## src/core/ident_err_pkg.sv

```systemverilog
/*
 Shared constants and types of the identity and error object bank.
 Assumes a single 25 MHz clock and a plain strobe register port.
*/
package ident_err_pkg;
	// Register byte addresses: object index times four
	localparam logic [15:0] IDX_IDENT = 16'h1000;
	localparam logic [15:0] IDX_SUMMARY = 16'h1001;
	localparam logic [15:0] IDX_COUNT = 16'h1003;
	localparam logic [17:0] ADDR_IDENT = {IDX_IDENT, 2'b00};
	localparam logic [17:0] ADDR_SUMMARY = {IDX_SUMMARY, 2'b00};
	localparam logic [17:0] ADDR_COUNT = {IDX_COUNT, 2'b00};
	// History entries 1..8 follow at 0x4010 + 4*n
	localparam logic [17:0] ADDR_HIST_BASE = 18'h04010;
	localparam logic [17:0] ADDR_IRQ_STATUS = 18'h04040;
	localparam logic [17:0] ADDR_IRQ_MASK = 18'h04044;
	localparam logic [17:0] ADDR_ABORT = 18'h04048;
	// Identification fields
	localparam int MOTOR_LSB = 16;
	localparam int PROFILE_LSB = 0;
	localparam logic [7:0] MOTOR_BLDC = 8'h02;
	localparam logic [7:0] MOTOR_STEPPER = 8'h04;
	localparam logic [7:0] MOTOR_BOTH = 8'h06;
	localparam logic [15:0] PROFILE_NUM = 16'h0192;
	// Summary bit positions
	localparam int GENERAL_FAULT_BIT = 0;
	localparam int CURRENT_FAULT_BIT = 1;
	localparam int VOLTAGE_FAULT_BIT = 2;
	localparam int TEMP_FAULT_BIT = 3;
	localparam int COMMS_FAULT_BIT = 4;
	localparam int PROFILE_FAULT_BIT = 5;
	localparam int RESERVED_ZERO_BIT = 6;
	localparam int VENDOR_FAULT_BIT = 7;
	localparam logic [7:0] SUMMARY_RESET = 8'h00;
	localparam logic [7:0] COUNT_RESET = 8'h00;
	localparam logic [31:0] ENTRY_RESET = 32'h00000000;
	localparam logic [31:0] ABORT_EMPTY = 32'h08000024;
	localparam int HIST_DEPTH = 8;
	// Interrupt bits
	localparam int IRQ_NEW_ERROR = 0;
	localparam int IRQ_EMPTY_READ = 1;
	localparam logic [1:0] IRQ_RESET = 2'h0;
	// Detailed error entry
	typedef struct packed {
		logic [7:0] cause;
		logic [7:0] err_class;
		logic [15:0] code;
	} err_entry_t;
	// Register port request
	typedef struct packed {
		logic [17:0] addr;
		logic [31:0] wdata;
		logic wr;
		logic rd;
	} reg_req_t;
endpackage

```

## src/core/reset_sync.sv

```systemverilog
/*
 Two-stage release synchroniser for the active-low reset.
 Assumes an asynchronous reset pin on the single clock.
*/
`timescale 1ns/100ps
`default_nettype none
module reset_sync (
	input wire logic i_mclk,
	input wire logic i_arst_n,
	output logic o_rst_n
);
	logic stage;

	// Assert at once, release after two edges
	always_ff @(posedge i_mclk or negedge i_arst_n)
	begin
		if (!i_arst_n)
		begin
			stage <= 1'b0;
			o_rst_n <= 1'b0;
		end
		else
		begin
			stage <= 1'b1;
			o_rst_n <= stage;
		end
	end
endmodule
`default_nettype wire

```

## src/core/err_history.sv

```systemverilog
/*
 Eight-deep error history shift stack with registered read port.
 Assumes pushes and clears come from the owning bank on its clock.
*/
`timescale 1ns/100ps
`default_nettype none
module err_history #(
	parameter int DEPTH = 8
) (
	input wire logic i_mclk,
	input wire logic i_rst_n,
	input wire logic i_push,
	input wire ident_err_pkg::err_entry_t i_entry,
	input wire logic i_clear,
	input wire logic [2:0] i_rd_pos,
	output ident_err_pkg::err_entry_t o_rd_data
);
	import ident_err_pkg::*;

	initial
	begin
		if (DEPTH != 8)
			$error("err_history supports only eight entries");
	end

	err_entry_t mem [DEPTH];
	err_entry_t next_mem [DEPTH];
	err_entry_t next_rd_data;

	// New entry at the top, older ones slide down, last falls off
	always_comb
	begin
		for (int i = 0; i < DEPTH; i++)
			next_mem[i] = mem[i];
		if (i_clear)
		begin
			for (int i = 0; i < DEPTH; i++)
				next_mem[i] = ENTRY_RESET;
		end
		if (i_push)
		begin
			next_mem[0] = i_entry;
			for (int i = 1; i < DEPTH; i++)
				next_mem[i] = i_clear ? ENTRY_RESET : mem[i-1];
		end
		next_rd_data = mem[i_rd_pos];
	end

	// Entries preset to zero at start
	always_ff @(posedge i_mclk or negedge i_rst_n)
	begin
		if (!i_rst_n)
		begin
			for (int i = 0; i < DEPTH; i++)
				mem[i] <= ENTRY_RESET;
			o_rd_data <= ENTRY_RESET;
		end
		else
		begin
			for (int i = 0; i < DEPTH; i++)
				mem[i] <= next_mem[i];
			o_rd_data <= next_rd_data;
		end
	end

	AST_SHIFT_DOWN: assert property (@(posedge i_mclk) disable iff (!i_rst_n)
		(i_push && !i_clear) |=> mem[1] == $past(mem[0]) && mem[0] == $past(i_entry))
		else $error("history did not shift on push");
endmodule
`default_nettype wire

```

## src/core/ident_err_bank.sv

```systemverilog
/*
 Identity and error object bank: identification word, summary error
 register, eight-entry error history with count, interrupt status/mask.
 Assumes fault level inputs and error events are synchronous to i_mclk.
*/
// The strobed register port is this design's own decision.
// What this block does
// - Identification bits 23..16 give motor kind: 2, 4 or 6.
// - Identification bits 15..0 hold profile number 0x0192.
// - Summary bit set while its category fault is active, reset zero.
// - Summary bits: general..profile at 0..5, reserved 6 zero, vendor 7.
// - History holds up to eight; writable 8-bit count, preset zero.
// - Every raised error records a detailed 32-bit code in history.
// - History entries 1..8 are 32-bit, read-only, preset zero.
// - New error goes to entry 1; older entries shift down one.
// - Writing zero to count restarts; empty-history reads return abort.
// - Entry layout: cause 31..24, class 23..16, code 15..0.
`timescale 1ns/100ps
`default_nettype none
module ident_err_bank #(
	parameter logic [7:0] MOTOR_KIND = 8'h06
) (
	input wire logic i_mclk,
	input wire logic i_arst_n,
	input wire logic [17:0] i_addr,
	input wire logic [31:0] i_wdata,
	input wire logic i_wr,
	input wire logic i_rd,
	input wire logic [7:0] i_fault_active,
	input wire logic i_err_event,
	input wire ident_err_pkg::err_entry_t i_err_entry,
	output logic [31:0] o_rdata,
	output logic o_rd_abort,
	output logic [7:0] o_summary,
	output logic o_irq
);
	import ident_err_pkg::*;

	initial
	begin
		if (MOTOR_KIND != MOTOR_BLDC && MOTOR_KIND != MOTOR_STEPPER &&
			MOTOR_KIND != MOTOR_BOTH)
			$error("MOTOR_KIND must be 2, 4 or 6");
	end

	logic rst_n;
	reg_req_t req;
	logic [7:0] count;
	logic [7:0] next_count;
	logic [7:0] next_summary;
	logic [1:0] irq_status;
	logic [1:0] next_irq_status;
	logic [1:0] irq_mask;
	logic [1:0] next_irq_mask;
	logic [31:0] next_rdata;
	logic next_rd_abort;
	logic next_irq;
	logic rd_hist;
	logic rd_hist_q;
	logic rd_empty_q;
	logic [31:0] mux_q;
	logic [31:0] next_mux;
	logic hist_clear;
	logic hist_sel;
	logic [2:0] hist_pos;
	logic empty_read;
	err_entry_t hist_data;

	reset_sync u_reset_sync (
		.i_mclk(i_mclk),
		.i_arst_n(i_arst_n),
		.o_rst_n(rst_n)
	);

	assign req = '{addr: i_addr, wdata: i_wdata, wr: i_wr, rd: i_rd};

	// Entries 1..8 map to 0x4014..0x4030
	function automatic logic is_hist(input logic [17:0] a);
		return a >= ADDR_HIST_BASE + 18'h00004 &&
			a <= ADDR_HIST_BASE + 18'h00020 && a[1:0] == 2'b00;
	endfunction

	function automatic logic [2:0] hist_index(input logic [17:0] a);
		logic [17:0] off;
		off = a - ADDR_HIST_BASE - 18'h00004;
		return off[4:2];
	endfunction

	assign hist_sel = is_hist(req.addr);
	assign hist_pos = hist_index(req.addr);
	assign rd_hist = req.rd && hist_sel;
	assign empty_read = rd_hist && count == COUNT_RESET;
	assign hist_clear = req.wr && req.addr == ADDR_COUNT &&
		req.wdata[7:0] == COUNT_RESET;

	err_history #(
		.DEPTH(HIST_DEPTH)
	) u_err_history (
		.i_mclk(i_mclk),
		.i_rst_n(rst_n),
		.i_push(i_err_event),
		.i_entry(i_err_entry),
		.i_clear(hist_clear),
		.i_rd_pos(hist_pos),
		.o_rd_data(hist_data)
	);

	// Count, summary and interrupt next values
	always_comb
	begin
		next_count = count;
		if (req.wr && req.addr == ADDR_COUNT)
			next_count = req.wdata[7:0];
		// Event counts on top of a same-cycle write, rising only below depth
		if (i_err_event)
		begin
			if (hist_clear)
				next_count = 8'h01;
			else if (next_count < 8'(HIST_DEPTH))
				next_count = next_count + 8'h01;
		end
		next_summary = i_fault_active;
		next_summary[RESERVED_ZERO_BIT] = 1'b0;
		next_irq_mask = irq_mask;
		if (req.wr && req.addr == ADDR_IRQ_MASK)
			next_irq_mask = req.wdata[1:0];
		next_irq_status = irq_status;
		if (req.wr && req.addr == ADDR_IRQ_STATUS)
			next_irq_status = irq_status & ~req.wdata[1:0];
		// Set beats clear so no event is lost
		if (i_err_event)
			next_irq_status[IRQ_NEW_ERROR] = 1'b1;
		if (empty_read)
			next_irq_status[IRQ_EMPTY_READ] = 1'b1;
		next_irq = |(next_irq_status & next_irq_mask);
	end

	// Read mux stage one: decode the address
	always_comb
	begin
		next_mux = 32'h00000000;
		if (req.rd)
		begin
			case (req.addr)
				ADDR_IDENT: next_mux = {8'h00, MOTOR_KIND, PROFILE_NUM};
				ADDR_SUMMARY: next_mux = {24'h000000, o_summary};
				ADDR_COUNT: next_mux = {24'h000000, count};
				ADDR_IRQ_STATUS: next_mux = {30'h00000000, irq_status};
				ADDR_IRQ_MASK: next_mux = {30'h00000000, irq_mask};
				default: next_mux = 32'h00000000;
			endcase
		end
	end

	// History data arrive a cycle late from the stack's register
	always_comb
	begin
		next_rdata = mux_q;
		next_rd_abort = 1'b0;
		if (rd_empty_q)
		begin
			next_rdata = ABORT_EMPTY;
			next_rd_abort = 1'b1;
		end
		else if (rd_hist_q)
			next_rdata = hist_data;
	end

	// Register everything; read data are valid one cycle after strobe
	always_ff @(posedge i_mclk or negedge rst_n)
	begin
		if (!rst_n)
		begin
			count <= COUNT_RESET;
			o_summary <= SUMMARY_RESET;
			irq_status <= IRQ_RESET;
			irq_mask <= IRQ_RESET;
			o_irq <= 1'b0;
			mux_q <= 32'h00000000;
			rd_hist_q <= 1'b0;
			rd_empty_q <= 1'b0;
		end
		else
		begin
			count <= next_count;
			o_summary <= next_summary;
			irq_status <= next_irq_status;
			irq_mask <= next_irq_mask;
			o_irq <= next_irq;
			mux_q <= next_mux;
			rd_hist_q <= rd_hist;
			rd_empty_q <= empty_read;
		end
	end

	// Output stage: the mux result is held until the strobe's next cycle
	assign o_rdata = next_rdata;
	assign o_rd_abort = next_rd_abort;

	AST_SUMMARY_FOLLOWS: assert property (@(posedge i_mclk) disable iff (!rst_n)
		##1 o_summary == ($past(i_fault_active) & 8'hbf))
		else $error("summary does not follow fault levels");
	AST_RESERVED_ZERO: assert property (@(posedge i_mclk) disable iff (!rst_n)
		o_summary[RESERVED_ZERO_BIT] == 1'b0)
		else $error("reserved summary bit set");
	AST_IDENT_WORD: assert property (@(posedge i_mclk) disable iff (!rst_n)
		(req.rd && req.addr == ADDR_IDENT) |=> o_rdata == 32'h00000192 +
		{8'h00, MOTOR_KIND, 16'h0000})
		else $error("identification word wrong");
	AST_COUNT_CAP: assert property (@(posedge i_mclk) disable iff (!rst_n)
		(i_err_event && !req.wr && count == 8'h08) |=> count == 8'h08)
		else $error("count passed eight");
	AST_COUNT_INC: assert property (@(posedge i_mclk) disable iff (!rst_n)
		(i_err_event && !req.wr && count < 8'h08) |=> count == $past(count) + 8'h01)
		else $error("count did not rise on error");
	AST_ZERO_RESTART: assert property (@(posedge i_mclk) disable iff (!rst_n)
		(hist_clear && !i_err_event) |=> count == 8'h00)
		else $error("zero write did not restart count");
	AST_EMPTY_ABORT: assert property (@(posedge i_mclk) disable iff (!rst_n)
		(rd_hist && count == 8'h00) |=> o_rd_abort && o_rdata == 32'h08000024)
		else $error("empty history read not aborted");
	AST_ENTRY_READ: assert property (@(posedge i_mclk) disable iff (!rst_n)
		(i_err_event && !hist_clear) ##1 (req.rd && req.addr == 18'h04014 && !i_err_event)
		|=> o_rdata == $past(i_err_entry, 2))
		else $error("entry one does not hold newest error");
endmodule
`default_nettype wire

```

## config.mk

```make
export PLATFORM = sky130hd
export DESIGN_NAME = ident_err_bank
export DESIGN_NICKNAME = d
export VERILOG_FILES = /design/src/core/ident_err_pkg.sv /design/src/core/reset_sync.sv /design/src/core/err_history.sv /design/src/core/ident_err_bank.sv
export SDC_FILE = /design/constraint.sdc
export NUM_CORES = 1
export LEC_CHECK = 0
export ABC_CLOCK_PERIOD_IN_PS = 28600
export BUFFER_PORTS_ARGS = -buffer_cell sky130_fd_sc_hd__buf_2
export CAP_MARGIN = 20
export CORE_MARGIN = 2
export CORE_UTILIZATION = 55
export DETAILED_ROUTE_END_ITERATION = 7
export GPL_ROUTABILITY_DRIVEN = 0
export HOLD_SLACK_MARGIN = 0.02
export MAX_ROUTING_LAYER = met4
export PLACE_DENSITY = 0.81
export SLEW_MARGIN = 20
export SYNTH_ARGS = -nofsm -noshare
export SYNTH_HDL_FRONTEND = slang
export SYNTH_SLANG_ARGS = --single-unit
```

## constraint.sdc

```tcl
create_clock -name i_mclk -period 28.6 [get_ports i_mclk]
set_input_delay 2.86 -clock i_mclk [delete_from_list [all_inputs] [get_ports i_mclk]]
set_output_delay 2.86 -clock i_mclk [all_outputs]
set_load 0.02 [all_outputs]
```

Word level (Yosys, flattened, before mapping). Index checks and enable logic that the tools add are counted.

Add/subtract/negate cells: 3. Magnitude comparators: 4. Equal/unequal tests: 5. Muxes and demuxes: 25. Bitwise logic cells: 4. Reduce and logical (&&, ||, !) cells: 13.

Operators with widths (count): $mux 256 (2); $mux 32 (12); $bmux 32 s3 (1); $pmux 19 s5 (1); $eq 18x15->1 const B (5); $mux 8 (4); $ge 18x15->1 const B (1); $le 18x15->1 const B (1); $logic_not 8->1 (2); $add 8x1->8 const B (1); $logic_and 1x1->1 (8); $lt 8x4->1 const B (1); $sub 5x3->5 const B (1); $sub 5x5->5 const B (1); $and 2x2->2 (2); $ge 4x4->1 const B (1); $mux 2 (2); $not 3->4 (1); $mux 1 (3); $logic_not 2->1 (1); $not 2->2 (1); $reduce_bool 2->1 (1); $reduce_or 2->1 (1).

Flip-flop bits (word level): 344. Input bits: 95. Output and inout bits: 42.

Depth between registers and ports, before layout. Gate-level depths: netlist of run 1.

Depth in word-level cells: 8. Gate-level depth with buffers: 10. Gate-level depth less buffers: 10.

Cells and area by module. From an unflattened synthesis of run 1, not the netlist that was laid out.

Cell total of the unflattened synthesis: 1134. Area, all modules: 14876.8 µm².

By module, submodules not included: err_history (times used 1, cells each 940, area an instance 12889.9 µm², seq. area each 7206.9 µm²); ident_err_bank (times used 1, cells each 191, area an instance 1933.1 µm², seq. area each 775.7 µm²); reset_sync (times used 1, cells each 3, area an instance 53.8 µm², seq. area each 50.0 µm²).

Worst setup path before layout of run 1. Ideal clock, no wire load.

Path type: input port to flip-flop. Start point: in i_addr[2]. End point: reg u_err_history.o_rd_data[0] (netlist bit). Setup time: 0.125 ns. Arrival: 5.146 ns. Required time: 28.475 ns. Path slack: 23.329 ns. Stages: 8. Path buffers: 4. Cell sequence: clkbuf_1 buf_2 inv_1 ha_1 clkbuf_1 clkbuf_1 mux4_2 mux2_2.

RTL lines: start, declared (RTL line ident_err_bank.sv:25) `input wire logic [17:0] i_addr,`; end signal, assigned (RTL line err_history.sv:62) `o_rd_data <= next_rd_data;`; end, declared (RTL line err_history.sv:16) `output ident_err_pkg::err_entry_t o_rd_data`.

Worst setup path in the final report of run 1.
Start point: in i_addr[2]. End point: reg count[2].

Word-level cells in the longest chain between the ends: 7. Elaborated cells between the ends (all ways): 9. Classes of those cells: 1 x add/sub; 1 x order compare; 1 x eq/ne; 4 x mux; 2 x reduce/logical.

Ends and longest elaborated chain: $eq 18x15->1 (*) (RTL line ident_err_bank.sv:93, ident_err_bank.sv:112); $logic_and 1x1->1 (*) (RTL line ident_err_bank.sv:93, ident_err_bank.sv:112); $mux 8 (RTL line ident_err_bank.sv:112) `if (req.wr && req.addr == ADDR_COUNT)`; $add 8x1->8 / $lt 8x4->1 (equally long branches) (RTL line ident_err_bank.sv:120, ident_err_bank.sv:119); $mux 8 (RTL line ident_err_bank.sv:119) `else if (next_count < 8'(HIST_DEPTH))`; $mux 8 (RTL line ident_err_bank.sv:117) `if (hist_clear)`; $mux 8 (*) (RTL line ident_err_bank.sv:115) `if (i_err_event)`; via next_count[2] (RTL line ident_err_bank.sv:49) `logic [7:0] next_count;`; end signal, assigned (RTL line ident_err_bank.sv:185) `count <= next_count;`; end, declared (RTL line ident_err_bank.sv:48) `logic [7:0] count;`.

Mark *: on every way through the listed nets, which the timed path passes. The rest lies on a longest branch. A chain may end at the register's enable or synchronous reset.

==> results.json, run 1 <==
{
  "status": "finished, violations left",
  "violations": "DRC",
  "drive_gt1_share_pct": 22.4,
  "mostFrequentLayoutCell": "dfrtp_1",
  "synth_seq_cells": 321,
  "total_power_mw": 1.30,
  "die_w_um": 168,
  "power_leakage_nw": 8.17,
  "grt_pass1_vias": 9430,
  "die_h_um": 168,
  "ys_seq_area_share_pct": 54.6,
  "start_util_pct": 56.3,
  "clock_latency_ns": 0.52,
  "cts.sinks": 321,
  "synthFlopType": "dfrtp_1",
  "grt.total_usage_pct": 21.8,
  "max_slew_margin_pct": 26.5,
  "critPathLaunchType": "input pin",
  "synth-async-reset-ratio_pct": 100,
  "layout.cells.most_common_list": "dfrtp_1 (320), nor2_1 (242), mux2i_1 (231)",
  "drt-wirelength-per-cell_um": 17.8,
  "yosysTopAreaCellShare_pct": 54.6,
  "yosysTopAreaCell": "dfrtp_1",
  "ios": 137,
  "hpwl_um": 16500,
  "max_stage_delay_ns": 0.61,
  "finalSetupViolCount": 0,
  "fmax_mhz": 188,
  "seqCellArea_sq_um": 8040,
  "ys_types": 44,
  "antenna_found_initial": 0,
  "worst_slew_pin_slew_ns": 1.10,
  "cts-root-buf": "clkbuf_16",
  "worst_path_most_repeated_cell": "ha_1",
  "cts.hold.buffers_added": 0,
  "period_share_pct": 18.6,
  "rows": 59,
  "synthTopCellsByArea": "dfrtp_1 (55%), mux2i_1 (16%), mux4_2 (9.8%)",
  "fin_crit_ns": 5.31,
  "cts-resized-gates": 0,
  "synth_fp_nets": 1291,
  "path_class": "in -> reg",
  "htreeDepth": 2,
  "tns_ns": 0,
  "grt_max_degree": 226,
  "finalHoldViolations": 0,
  "synth.avg_cell_area_sq_um": 12.3,
  "drv_cap": 0,
  "ys_warn_count": 0,
  "rsz0062_at_grt": "no",
  "vias": 9309,
  "cts_buffers": 35,
  "multi_input_area_sq_um": 6340,
  "vias_per_cell": 5.74,
  "core_area_sq_um": 26100,
  "cts_setup_buffers": 0,
  "clk_pin_slew_ns": 0.07,
  "ir_drop_uv": 39.2,
  "overflow": 0,
  "first_iter_violations": 863,
  "area_growth_pct": 13.1,
  "synth-edff-count": 0,
  "cts_tree": "built",
  "cp.required_ns": 28.95,
  "n_antenna_cell": 0,
  "critical_path.max_fanout": 39,
  "grt_pass1_wl_um": 48600,
  "fin_nets": 1361,
  "drv_slew": 0,
  "slowest_stage": "nor3_2",
  "die-area_sq_um": 28100,
  "power_density_nw_per_um2": 78.3,
  "ant_nets": 0,
  "crit_path_cell_trace": "buf_4 -> ha_1 -> nand3_2 -> nor3_2 -> mux2_2 -> ha_1 -> nand2_1 -> nor3b_1 -> xor2_1 -> mux2i_1 -> a21oi_1",
  "clock_skew_ns": 0.0263,
  "holdWs_ns": 0.355,
  "crit_path_end_kind": "register",
  "arrival_ns": 5.66,
  "syn_inst": 1192,
  "synth_area_sq_um": 14700,
  "fillers": 1978,
  "io_buffers": 110,
  "hold_path_class": "reg -> reg",
  "drc_errors": 16,
  "dr.pass1.iters": 7,
  "wl_um": 28800,
  "clk_path_buf_depth": 3
}
==> metal layers <==
| metal | share of wire, % | track usage [%] | vias up |
|---|---|---|---|
| li1 | - | - | 4302 |
| met1 | 46 | 30.1 | 4746 |
| met2 | 48 | 34.7 | 225 |
| met3 | 4.3 | 3.00 | 36 |
| met4 | 1.5 | 5.33 | 0 |
| met5 | 0 | - | - |
==> per-stage QoR <==
step	setup WS [ns]	instances	utilization [%]	instance area, sq um
final	23.29	1622	63.7	16600
after global routing	22.97	1622	63.7	16600
after CTS	23.01	1622	63.6	16600
after detailed placement	22.70	1560	59.2	15500
after global placement	22.76	1560	59.2	15500
after floorplan	18.99	1192	-	14700
==> final timing paths <==
path | startpoint | endpoint | slack (ns) | cells after the start
min in group asynchronous | u_reset_sync.o_rst_n | u_err_history.mem[137] | 0.46 | 0
setup reg to reg | count[6] | o_irq | 26.58 | 5
max in group asynchronous | i_arst_n | u_reset_sync.o_rst_n | 26.38 | 1
setup / recovery | i_addr[2] | count[2] | 23.29 | 11
hold reg to reg | u_reset_sync.stage | u_reset_sync.o_rst_n | 0.35 | 0
hold / removal | u_reset_sync.stage | u_reset_sync.o_rst_n | 0.35 | 0
==> power breakdown <==
group / internal [mW] / switching [mW] / total, mW
combinational: 0.119 / 0.0945 / 0.214
clock: 0.270 / 0.179 / 0.449
sequential: 0.563 / 0.0777 / 0.641
total: 0.952 / 0.351 / 1.30
==> cells by family after synthesis <==
logic type / share of synthesized area, %
compound gates: 2.38
fa+ha+maj: 0.340
mux: 28.7
flops: 54.6
buf+inv: 2.49
xor+xnor: 0.238
simple gates: 11.2
other cells: 0.0511
==> layout make-up <==
cell class	instances	area share, %
clock inverter	10	0.775
inverter	4	0.0903
timing repair buffer	118	3.99
multi-input combinational	782	38.1
tap	335	2.52
sequential	321	48.3
clock buffer	52	6.20
==> critical path: cells and delay by family <==
family | cells | cell delay (ns)
adders and majority gates | 2 | 0.48
xor gates and xnor gates | 1 | 0.14
buffers and inverters | 1 | 0.60
and+or+nand+nor | 4 | 0.92
muxes | 2 | 0.58
AOI/OAI and AO/OA | 1 | 0.06
==> Yosys cell counts, types with 2 or more instances <==
master	number
a211o_1	2
a21oi_1	10
a222oi_1	2
a22oi_1	5
and2_1	20
and3_1	2
and4_1	2
buf_1	20
buf_2	23
clkbuf_1	41
conb_1	2
dfrtp_1	321
ha_1	4
inv_1	4
mux2_2	41
mux2i_1	231
mux4_2	64
nand2_1	72
nand2b_1	4
nand3_1	3
nand4_1	5
nor2_1	242
nor2b_1	3
nor3_1	5
nor3_2	2
nor3b_1	2
nor4_4	3
o21ai_0	37
or3_1	2
or4_1	2
xor2_1	3
==> state kept, by name (all words and copies together) (netlist names) <==
| register | flops |
|---|---|
| mux_q | 9 |
| u_err_history.o_rd_data | 32 |
| u_err_history.mem | 256 |
| u_reset_sync.o_rst_n | 1 |
| irq_status | 2 |
| o_summary | 7 |
| count | 8 |
| irq_mask | 2 |
| u_reset_sync.stage | 1 |
| rd_empty_q | 1 |
| o_irq | 1 |
| rd_hist_q | 1 |
Power figures use the tool's default switching activity.
==> run 2, diff against run 1 <==
--- a/config.mk
+++ b/config.mk
@@ -5,7 +5,8 @@
 export SDC_FILE = /design/constraint.sdc
 export NUM_CORES = 1
 export LEC_CHECK = 0
-export ABC_CLOCK_PERIOD_IN_PS = 28600
+export ABC_AREA = 1
+export ABC_CLOCK_PERIOD_IN_PS = 5460
 export BUFFER_PORTS_ARGS = -buffer_cell sky130_fd_sc_hd__buf_2
 export CAP_MARGIN = 20
 export CORE_MARGIN = 2
==> constraint.sdc (replaced) <==
create_clock -name i_mclk -period 5.46 [get_ports i_mclk]
set_input_delay 0.546 -clock i_mclk [delete_from_list [all_inputs] [get_ports i_mclk]]
set_output_delay 0.546 -clock i_mclk [all_outputs]
set_load 0.02 [all_outputs]
==> results.json, run 2 <==
{
  "cts-root-buf": "clkbuf_16",
  "seqPwrFrac_pct": 50.4,
  "total_power_mw": 5.76,
  "synthTopCellsByArea": "dfrtp_1 (54%), nand2_1 (15%), a21oi_1 (7.6%)",
  "crit_path_end_kind": "register",
  "power_frac_comb_pct": 12.7,
  "critical_path.max_fanout": 64,
  "area_growth_pct": 10.7,
  "power_density_nw_per_um2": 349,
  "grt.total_usage_pct": 26.5,
  "start_util_pct": 55.6,
  "path_class": "in -> reg",
  "synth_seq_cells": 321,
  "clock_latency_ns": 0.51,
  "clock_skew_ns": 0.0233,
  "holdWs_ns": 0.148,
  "layout.cells.most_common_list": "nand2_1 (598), dfrtp_1 (320), nor2_1 (278)",
  "power_switching_mw": 1.57,
  "cts_tree": "built",
  "clock_power_share_pct": 37.0,
  "synthFlopType": "dfrtp_1",
  "synth-edff-count": 0,
  "ys_seq_area_share_pct": 53.9,
  "largest_reg_flops": 256,
  "clk_path_buf_depth": 3,
  "drv_cap": 0,
  "swShare_pct": 27.3,
  "fin_crit_ns": 3.38,
  "fin_nets": 2024,
  "cts_setup_buffers": 0,
  "die-area_sq_um": 28400,
  "die_w_um": 169,
  "vias_per_cell": 5.70,
  "synth_area_sq_um": 14900,
  "rows": 60,
  "ir_drop_uv": 188,
  "hpwl_um": 20200,
  "crit_path_cell_trace": "buf_4 -> clkinv_2 -> ha_2 -> buf_4 -> o21ai_0 -> o22ai_1 -> nor2_1 -> a31oi_1",
  "synth_fp_nets": 2001,
  "crit_buf_inv": 3,
  "ant_nets": 0,
  "fmax_mhz": 296,
  "hold_path_class": "in -> reg",
  "io_buffers": 110,
  "clk_pin_slew_ns": 0.06,
  "critPathLaunchType": "input pin",
  "first_iter_violations": 1940,
  "cts.sinks": 321,
  "overflow": 0,
  "slowest_stage": "buf_4",
  "p_int_mw": 4.19,
  "drv_slew": 0,
  "dr.pass1.iters": 6,
  "yosysTopAreaCell": "dfrtp_1",
  "cts.hold.buffers_added": 1,
  "core_area_sq_um": 26800,
  "synth_most_common_cell": "nand2_1",
  "yosysTopAreaCellShare_pct": 53.9,
  "drt-wirelength-per-cell_um": 15.9,
  "cp_top_family": "buffers and inverters",
  "synth_common_cells": "nand2_1 (598), dfrtp_1 (321), nor2_1 (278)",
  "top_register": "u_err_history.mem",
  "grt_pass1_vias": 11986,
  "cp.required_ns": 5.78,
  "status": "completed",
  "rsz0062_at_grt": "no",
  "ios": 137,
  "grt_pass1_wl_um": 60500,
  "largest_registers": "u_err_history.mem x256, u_err_history.o_rd_data x32, mux_q x9",
  "drc_errors": 0,
  "fillers": 2297,
  "vias": 13011,
  "n_antenna_cell": 0,
  "period_share_pct": 61.9,
  "max_slew_margin_pct": 25.9,
  "wl_um": 36300,
  "worst_path_most_repeated_cell": "buf_4",
  "synth.avg_cell_area_sq_um": 7.84,
  "arrival_ns": 3.70,
  "die_h_um": 169,
  "htreeDepth": 2,
  "worst_slew_pin_slew_ns": 1.11,
  "cts-resized-gates": 0,
  "finalSetupViolCount": 0,
  "synth-async-reset-ratio_pct": 100,
  "grt_max_degree": 184,
  "tns_ns": 0,
  "final_cells": 2282,
  "finalHoldViolations": 0,
  "drive_gt1_share_pct": 9.43,
  "max_stage_delay_ns": 0.63,
  "ys_warn_count": 0,
  "antenna_found_initial": 1,
  "cts_buffers": 34,
  "power_leakage_nw": 7.73,
  "dp_cells": 2229,
  "ys_types": 35,
  "mostFrequentLayoutCell": "nand2_1",
  "finish.utilization_pct": 61.6,
  "syn_inst": 1902
}
[run 2: cell count changes in the layout (fill, tap and decap cells not counted), moves of 20 or more]
cell,previous run,this run
a21oi_1,10,227
a31oi_1,0,32
and2_1,20,0
inv_1,4,48
mux2_2,41,0
mux2i_1,231,0
mux4_2,64,0
nand2_1,72,598
nand3_1,3,37
nor2_1,242,278
o21ai_0,37,136
o22ai_1,0,32
[run 2: final cells by class]
type / instances / area [sq um] / share of cell area [%]
clock buffer: 49 / 978 / 5.93
clock inverter: 3 / 23.8 / 0.144
inverter: 54 / 214 / 1.30
multi-input combinational: 1390 / 6110 / 37.0
sequential: 321 / 8040 / 48.7
tap: 341 / 427 / 2.59
timing repair buffer: 124 / 719 / 4.36
[run 2: final timing paths]
check,start,end,slack [ns],cells past startpoint
max,i_addr[2],u_err_history.o_rd_data[26],2.08,8
min,i_fault_active[2],o_summary[2],0.15,1
max reg2reg,u_reset_sync.o_rst_n,u_err_history.mem[18],3.85,1
min reg2reg,u_reset_sync.o_rst_n,u_err_history.mem[221],0.25,0
max in group asynchronous,u_reset_sync.o_rst_n,u_err_history.mem[18],3.85,1
min in group asynchronous,u_reset_sync.o_rst_n,u_err_history.mem[221],0.25,0
[run 2: kinds of logic (layout without fill, tap and decap cells)]
family	Yosys count	after routing	share of synthesized area [%]
compound gates	445	445	15.9
xor+xnor	2	2	0.118
fa+ha+maj	4	4	0.336
buf+inv	191	230	5.21
flops	321	321	53.9
other cells	2	2	0.0504
simple gates	937	937	24.5
[run 2: layer usage]
metal / vias up / part of all wire [%] / GRT usage [%]
met4: 0 / 1.8 / 6.22
met5: - / 0 / -
li1: 6219 / - / -
met1: 6183 / 47 / 40.4
met2: 552 / 43 / 37.9
met3: 57 / 8.3 / 3.41
[run 2: power by group through the flow]
stage | clock network, mW | logic (mW) | registers (mW)
6_report | 2.13 | 0.731 | 2.90
5_1_grt | 2.27 | 0.838 | 2.94
4_1_cts | 2.16 | 0.730 | 2.90
3_5_place_dp | 0 | 0.725 | 2.93
3_3_place_gp | 0 | 0.697 | 2.92
2_1_floorplan | 0 | 0.518 | 2.90
[run 2: through the flow]
stage | instance area (sq um) | worst slack [ns]
2_1_floorplan | 14900 | 0.210
3_3_place_gp | 15500 | 1.75
3_5_place_dp | 15500 | 1.69
4_1_cts | 16500 | 2.19
5_1_grt | 16500 | 1.95
6_report | 16500 | 2.08
==> run 3, diff against run 2 <==
--- a/config.mk
+++ b/config.mk
@@ -6,7 +6,7 @@
 export NUM_CORES = 1
 export LEC_CHECK = 0
 export ABC_AREA = 1
-export ABC_CLOCK_PERIOD_IN_PS = 5460
+export ABC_CLOCK_PERIOD_IN_PS = 3300
 export BUFFER_PORTS_ARGS = -buffer_cell sky130_fd_sc_hd__buf_2
 export CAP_MARGIN = 20
 export CORE_MARGIN = 2
==> constraint.sdc (replaced) <==
create_clock -name i_mclk -period 3.3 [get_ports i_mclk]
set_input_delay 0.33 -clock i_mclk [delete_from_list [all_inputs] [get_ports i_mclk]]
set_output_delay 0.33 -clock i_mclk [all_outputs]
set_load 0.02 [all_outputs]
==> results.json, run 3 (synthesis results as in run 2) <==
{
  "drt-wirelength-per-cell_um": 15.7,
  "arrival_ns": 2.57,
  "worst_slew_pin_slew_ns": 1.32,
  "drc_errors": 0,
  "crit_path_end_kind": "output port",
  "fin_nets": 2060,
  "mostFrequentLayoutCell": "nand2_1",
  "worst_path_most_repeated_cell": "inv_1",
  "finalHoldViolations": 0,
  "overflow": 0,
  "max_stage_delay_ns": 0.88,
  "layout.cells.most_common_list": "nand2_1 (598), dfrtp_1 (320), nor2_1 (278)",
  "critPathLaunchType": "register",
  "area_growth_pct": 13.6,
  "grt.total_usage_pct": 26.6,
  "status": "completed",
  "drive_gt1_share_pct": 9.75,
  "cp.required_ns": 2.97,
  "htreeDepth": 2,
  "vias_per_cell": 5.66,
  "rrSetupSlack_ns": 1.90,
  "drv_slew": 0,
  "ant_nets": 0,
  "fin_crit_ns": 2.90,
  "ir_drop_uv": 331,
  "whs_path_depth": 3,
  "largest_registers": "u_err_history.mem x256, u_err_history.o_rd_data x32, mux_q x9",
  "reg2regPathDepth": 11,
  "grt_pass1_wl_um": 60500,
  "cts-root-buf": "clkbuf_16",
  "r2r_start": "count[1]",
  "clock_latency_ns": 0.52,
  "period_share_pct": 87.8,
  "grt_max_degree": 214,
  "dp_cells": 2239,
  "vias": 13150,
  "fmax_mhz": 345,
  "rr_endpoint": "count[2]",
  "grt_pass1_vias": 11960,
  "core_area_sq_um": 26800,
  "power_switching_mw": 2.63,
  "crit_path_cell_trace": "inv_1 -> nor2_1 -> inv_1 -> o22a_1 -> buf_2",
  "power_leakage_nw": 7.92,
  "cts-resized-gates": 0,
  "cts_buffers": 35,
  "drv_cap": 0,
  "p_int_mw": 6.95,
  "die_w_um": 169,
  "final_cells": 2322,
  "hold_path_class": "in -> reg",
  "finalSetupViolCount": 0,
  "clk_path_buf_depth": 3,
  "power_density_nw_per_um2": 565,
  "tns_ns": 0,
  "antenna_found_initial": 1,
  "path_class": "reg -> out",
  "seqPwrFrac_pct": 50.4,
  "cts_tree": "built",
  "hold_end": "u_err_history.mem[241]",
  "swShare_pct": 27.4,
  "die-area_sq_um": 28400,
  "rsz0062_at_grt": "no",
  "clock_power_share_pct": 36.6,
  "top_register": "u_err_history.mem",
  "cts.sinks": 321,
  "ios": 137,
  "min_from": "i_err_entry[17]",
  "start_util_pct": 55.6,
  "max_slew_margin_pct": 11.9,
  "dr.pass1.iters": 5,
  "power_frac_comb_pct": 13.0,
  "largest_reg_flops": 256,
  "die_h_um": 169,
  "hpwl_um": 20700,
  "slowest_stage": "dfrtp_1",
  "rows": 60,
  "wl_um": 36600,
  "io_buffers": 110,
  "clk_pin_slew_ns": 0.06,
  "clock_skew_ns": 0.0207,
  "first_iter_violations": 1561,
  "critical_path.max_fanout": 23
}
[run 3: changes by cell type in the layout (fill, tap and decap cells not counted)]
cell | previous run | this run
buf_4 | 10 | 11
buf_12 | 4 | 13
clkbuf_8 | 6 | 4
clkinvlp_4 | 2 | 0
clkinv_2 | 1 | 5
dlygate4sd3_1 | 1 | 26
diode_2 | 0 | 1
clkbuf_1 | 9 | 13
[run 3: area by class of cell]
cell class                 instances  area [sq um]
clock buffer                      51           966
clock inverter                     5          28.8
timing repair buffer             159          1160
inverter                          54           214
antenna                            1          2.50
multi-input combinational       1390          6110
tap                              341           427
sequential                       321          8040
fill                            2238          9860
[run 3: power groups by stage]
stage	clock network, mW	registers [mW]	logic, mW
finish	3.51	4.82	1.24
global route	3.73	4.88	1.42
CTS	3.56	4.81	1.24
detailed placement	0	4.87	1.20
global placement	0	4.85	1.16
floorplan	0	4.80	0.857
[run 3: timing repair]
item | in CTS | in global routing
buffers inserted | 0 | 0
hold buffers | 26 | 0
endpoints found under the hold margin | 27 | 0
[run 3: layer usage]
layer  routed length [um]  vias up  part of all wire [%]  GRT usage, %
met3                 3140       61                   8.6          4.63
li1                     -     6290                     -             -
met1                16700     6216                    46          40.4
met4                  690        0                   1.9          6.45
met2                16000      583                    44          37.3
met5                    0        -                     0             -
[run 3: through the flow]
step           hold WS [ns]  setup slack (ns)  power (mW)  area (sq um)  util (%)
3_5_place_dp          0.118             0.949        6.07         15700      58.5
6_report             0.0241             0.404        9.58         16900      63.2
3_3_place_gp          0.116             0.960        6.01         15700      58.5
4_1_cts              0.0206             0.388        9.61         16900      63.2
5_1_grt              0.0374             0.191        10.0         16900      63.2
2_1_floorplan        0.0344             0.116        5.66         14900         -
[run 3: worst max-delay path by stage]
stage	start	end	slack (ns)
floorplan	u_reset_sync.o_rst_n	count[0]	0.12
global placement	rd_hist_q	o_rdata[2]	0.96
detailed placement	rd_hist_q	o_rdata[2]	0.95
CTS	rd_hist_q	o_rdata[2]	0.39
global route	rd_hist_q	o_rdata[2]	0.19
finish	rd_hist_q	o_rdata[2]	0.40
[run 3: worst max-delay path: cells and delay by family, from the launching register on]
| kind | cells | cell delay, ns |
|---|---|---|
| compound gates | 1 | 0.20 |
| buf+inv | 3 | 0.41 |
| flops | 1 | 0.88 |
| simple gates | 1 | 0.57 |
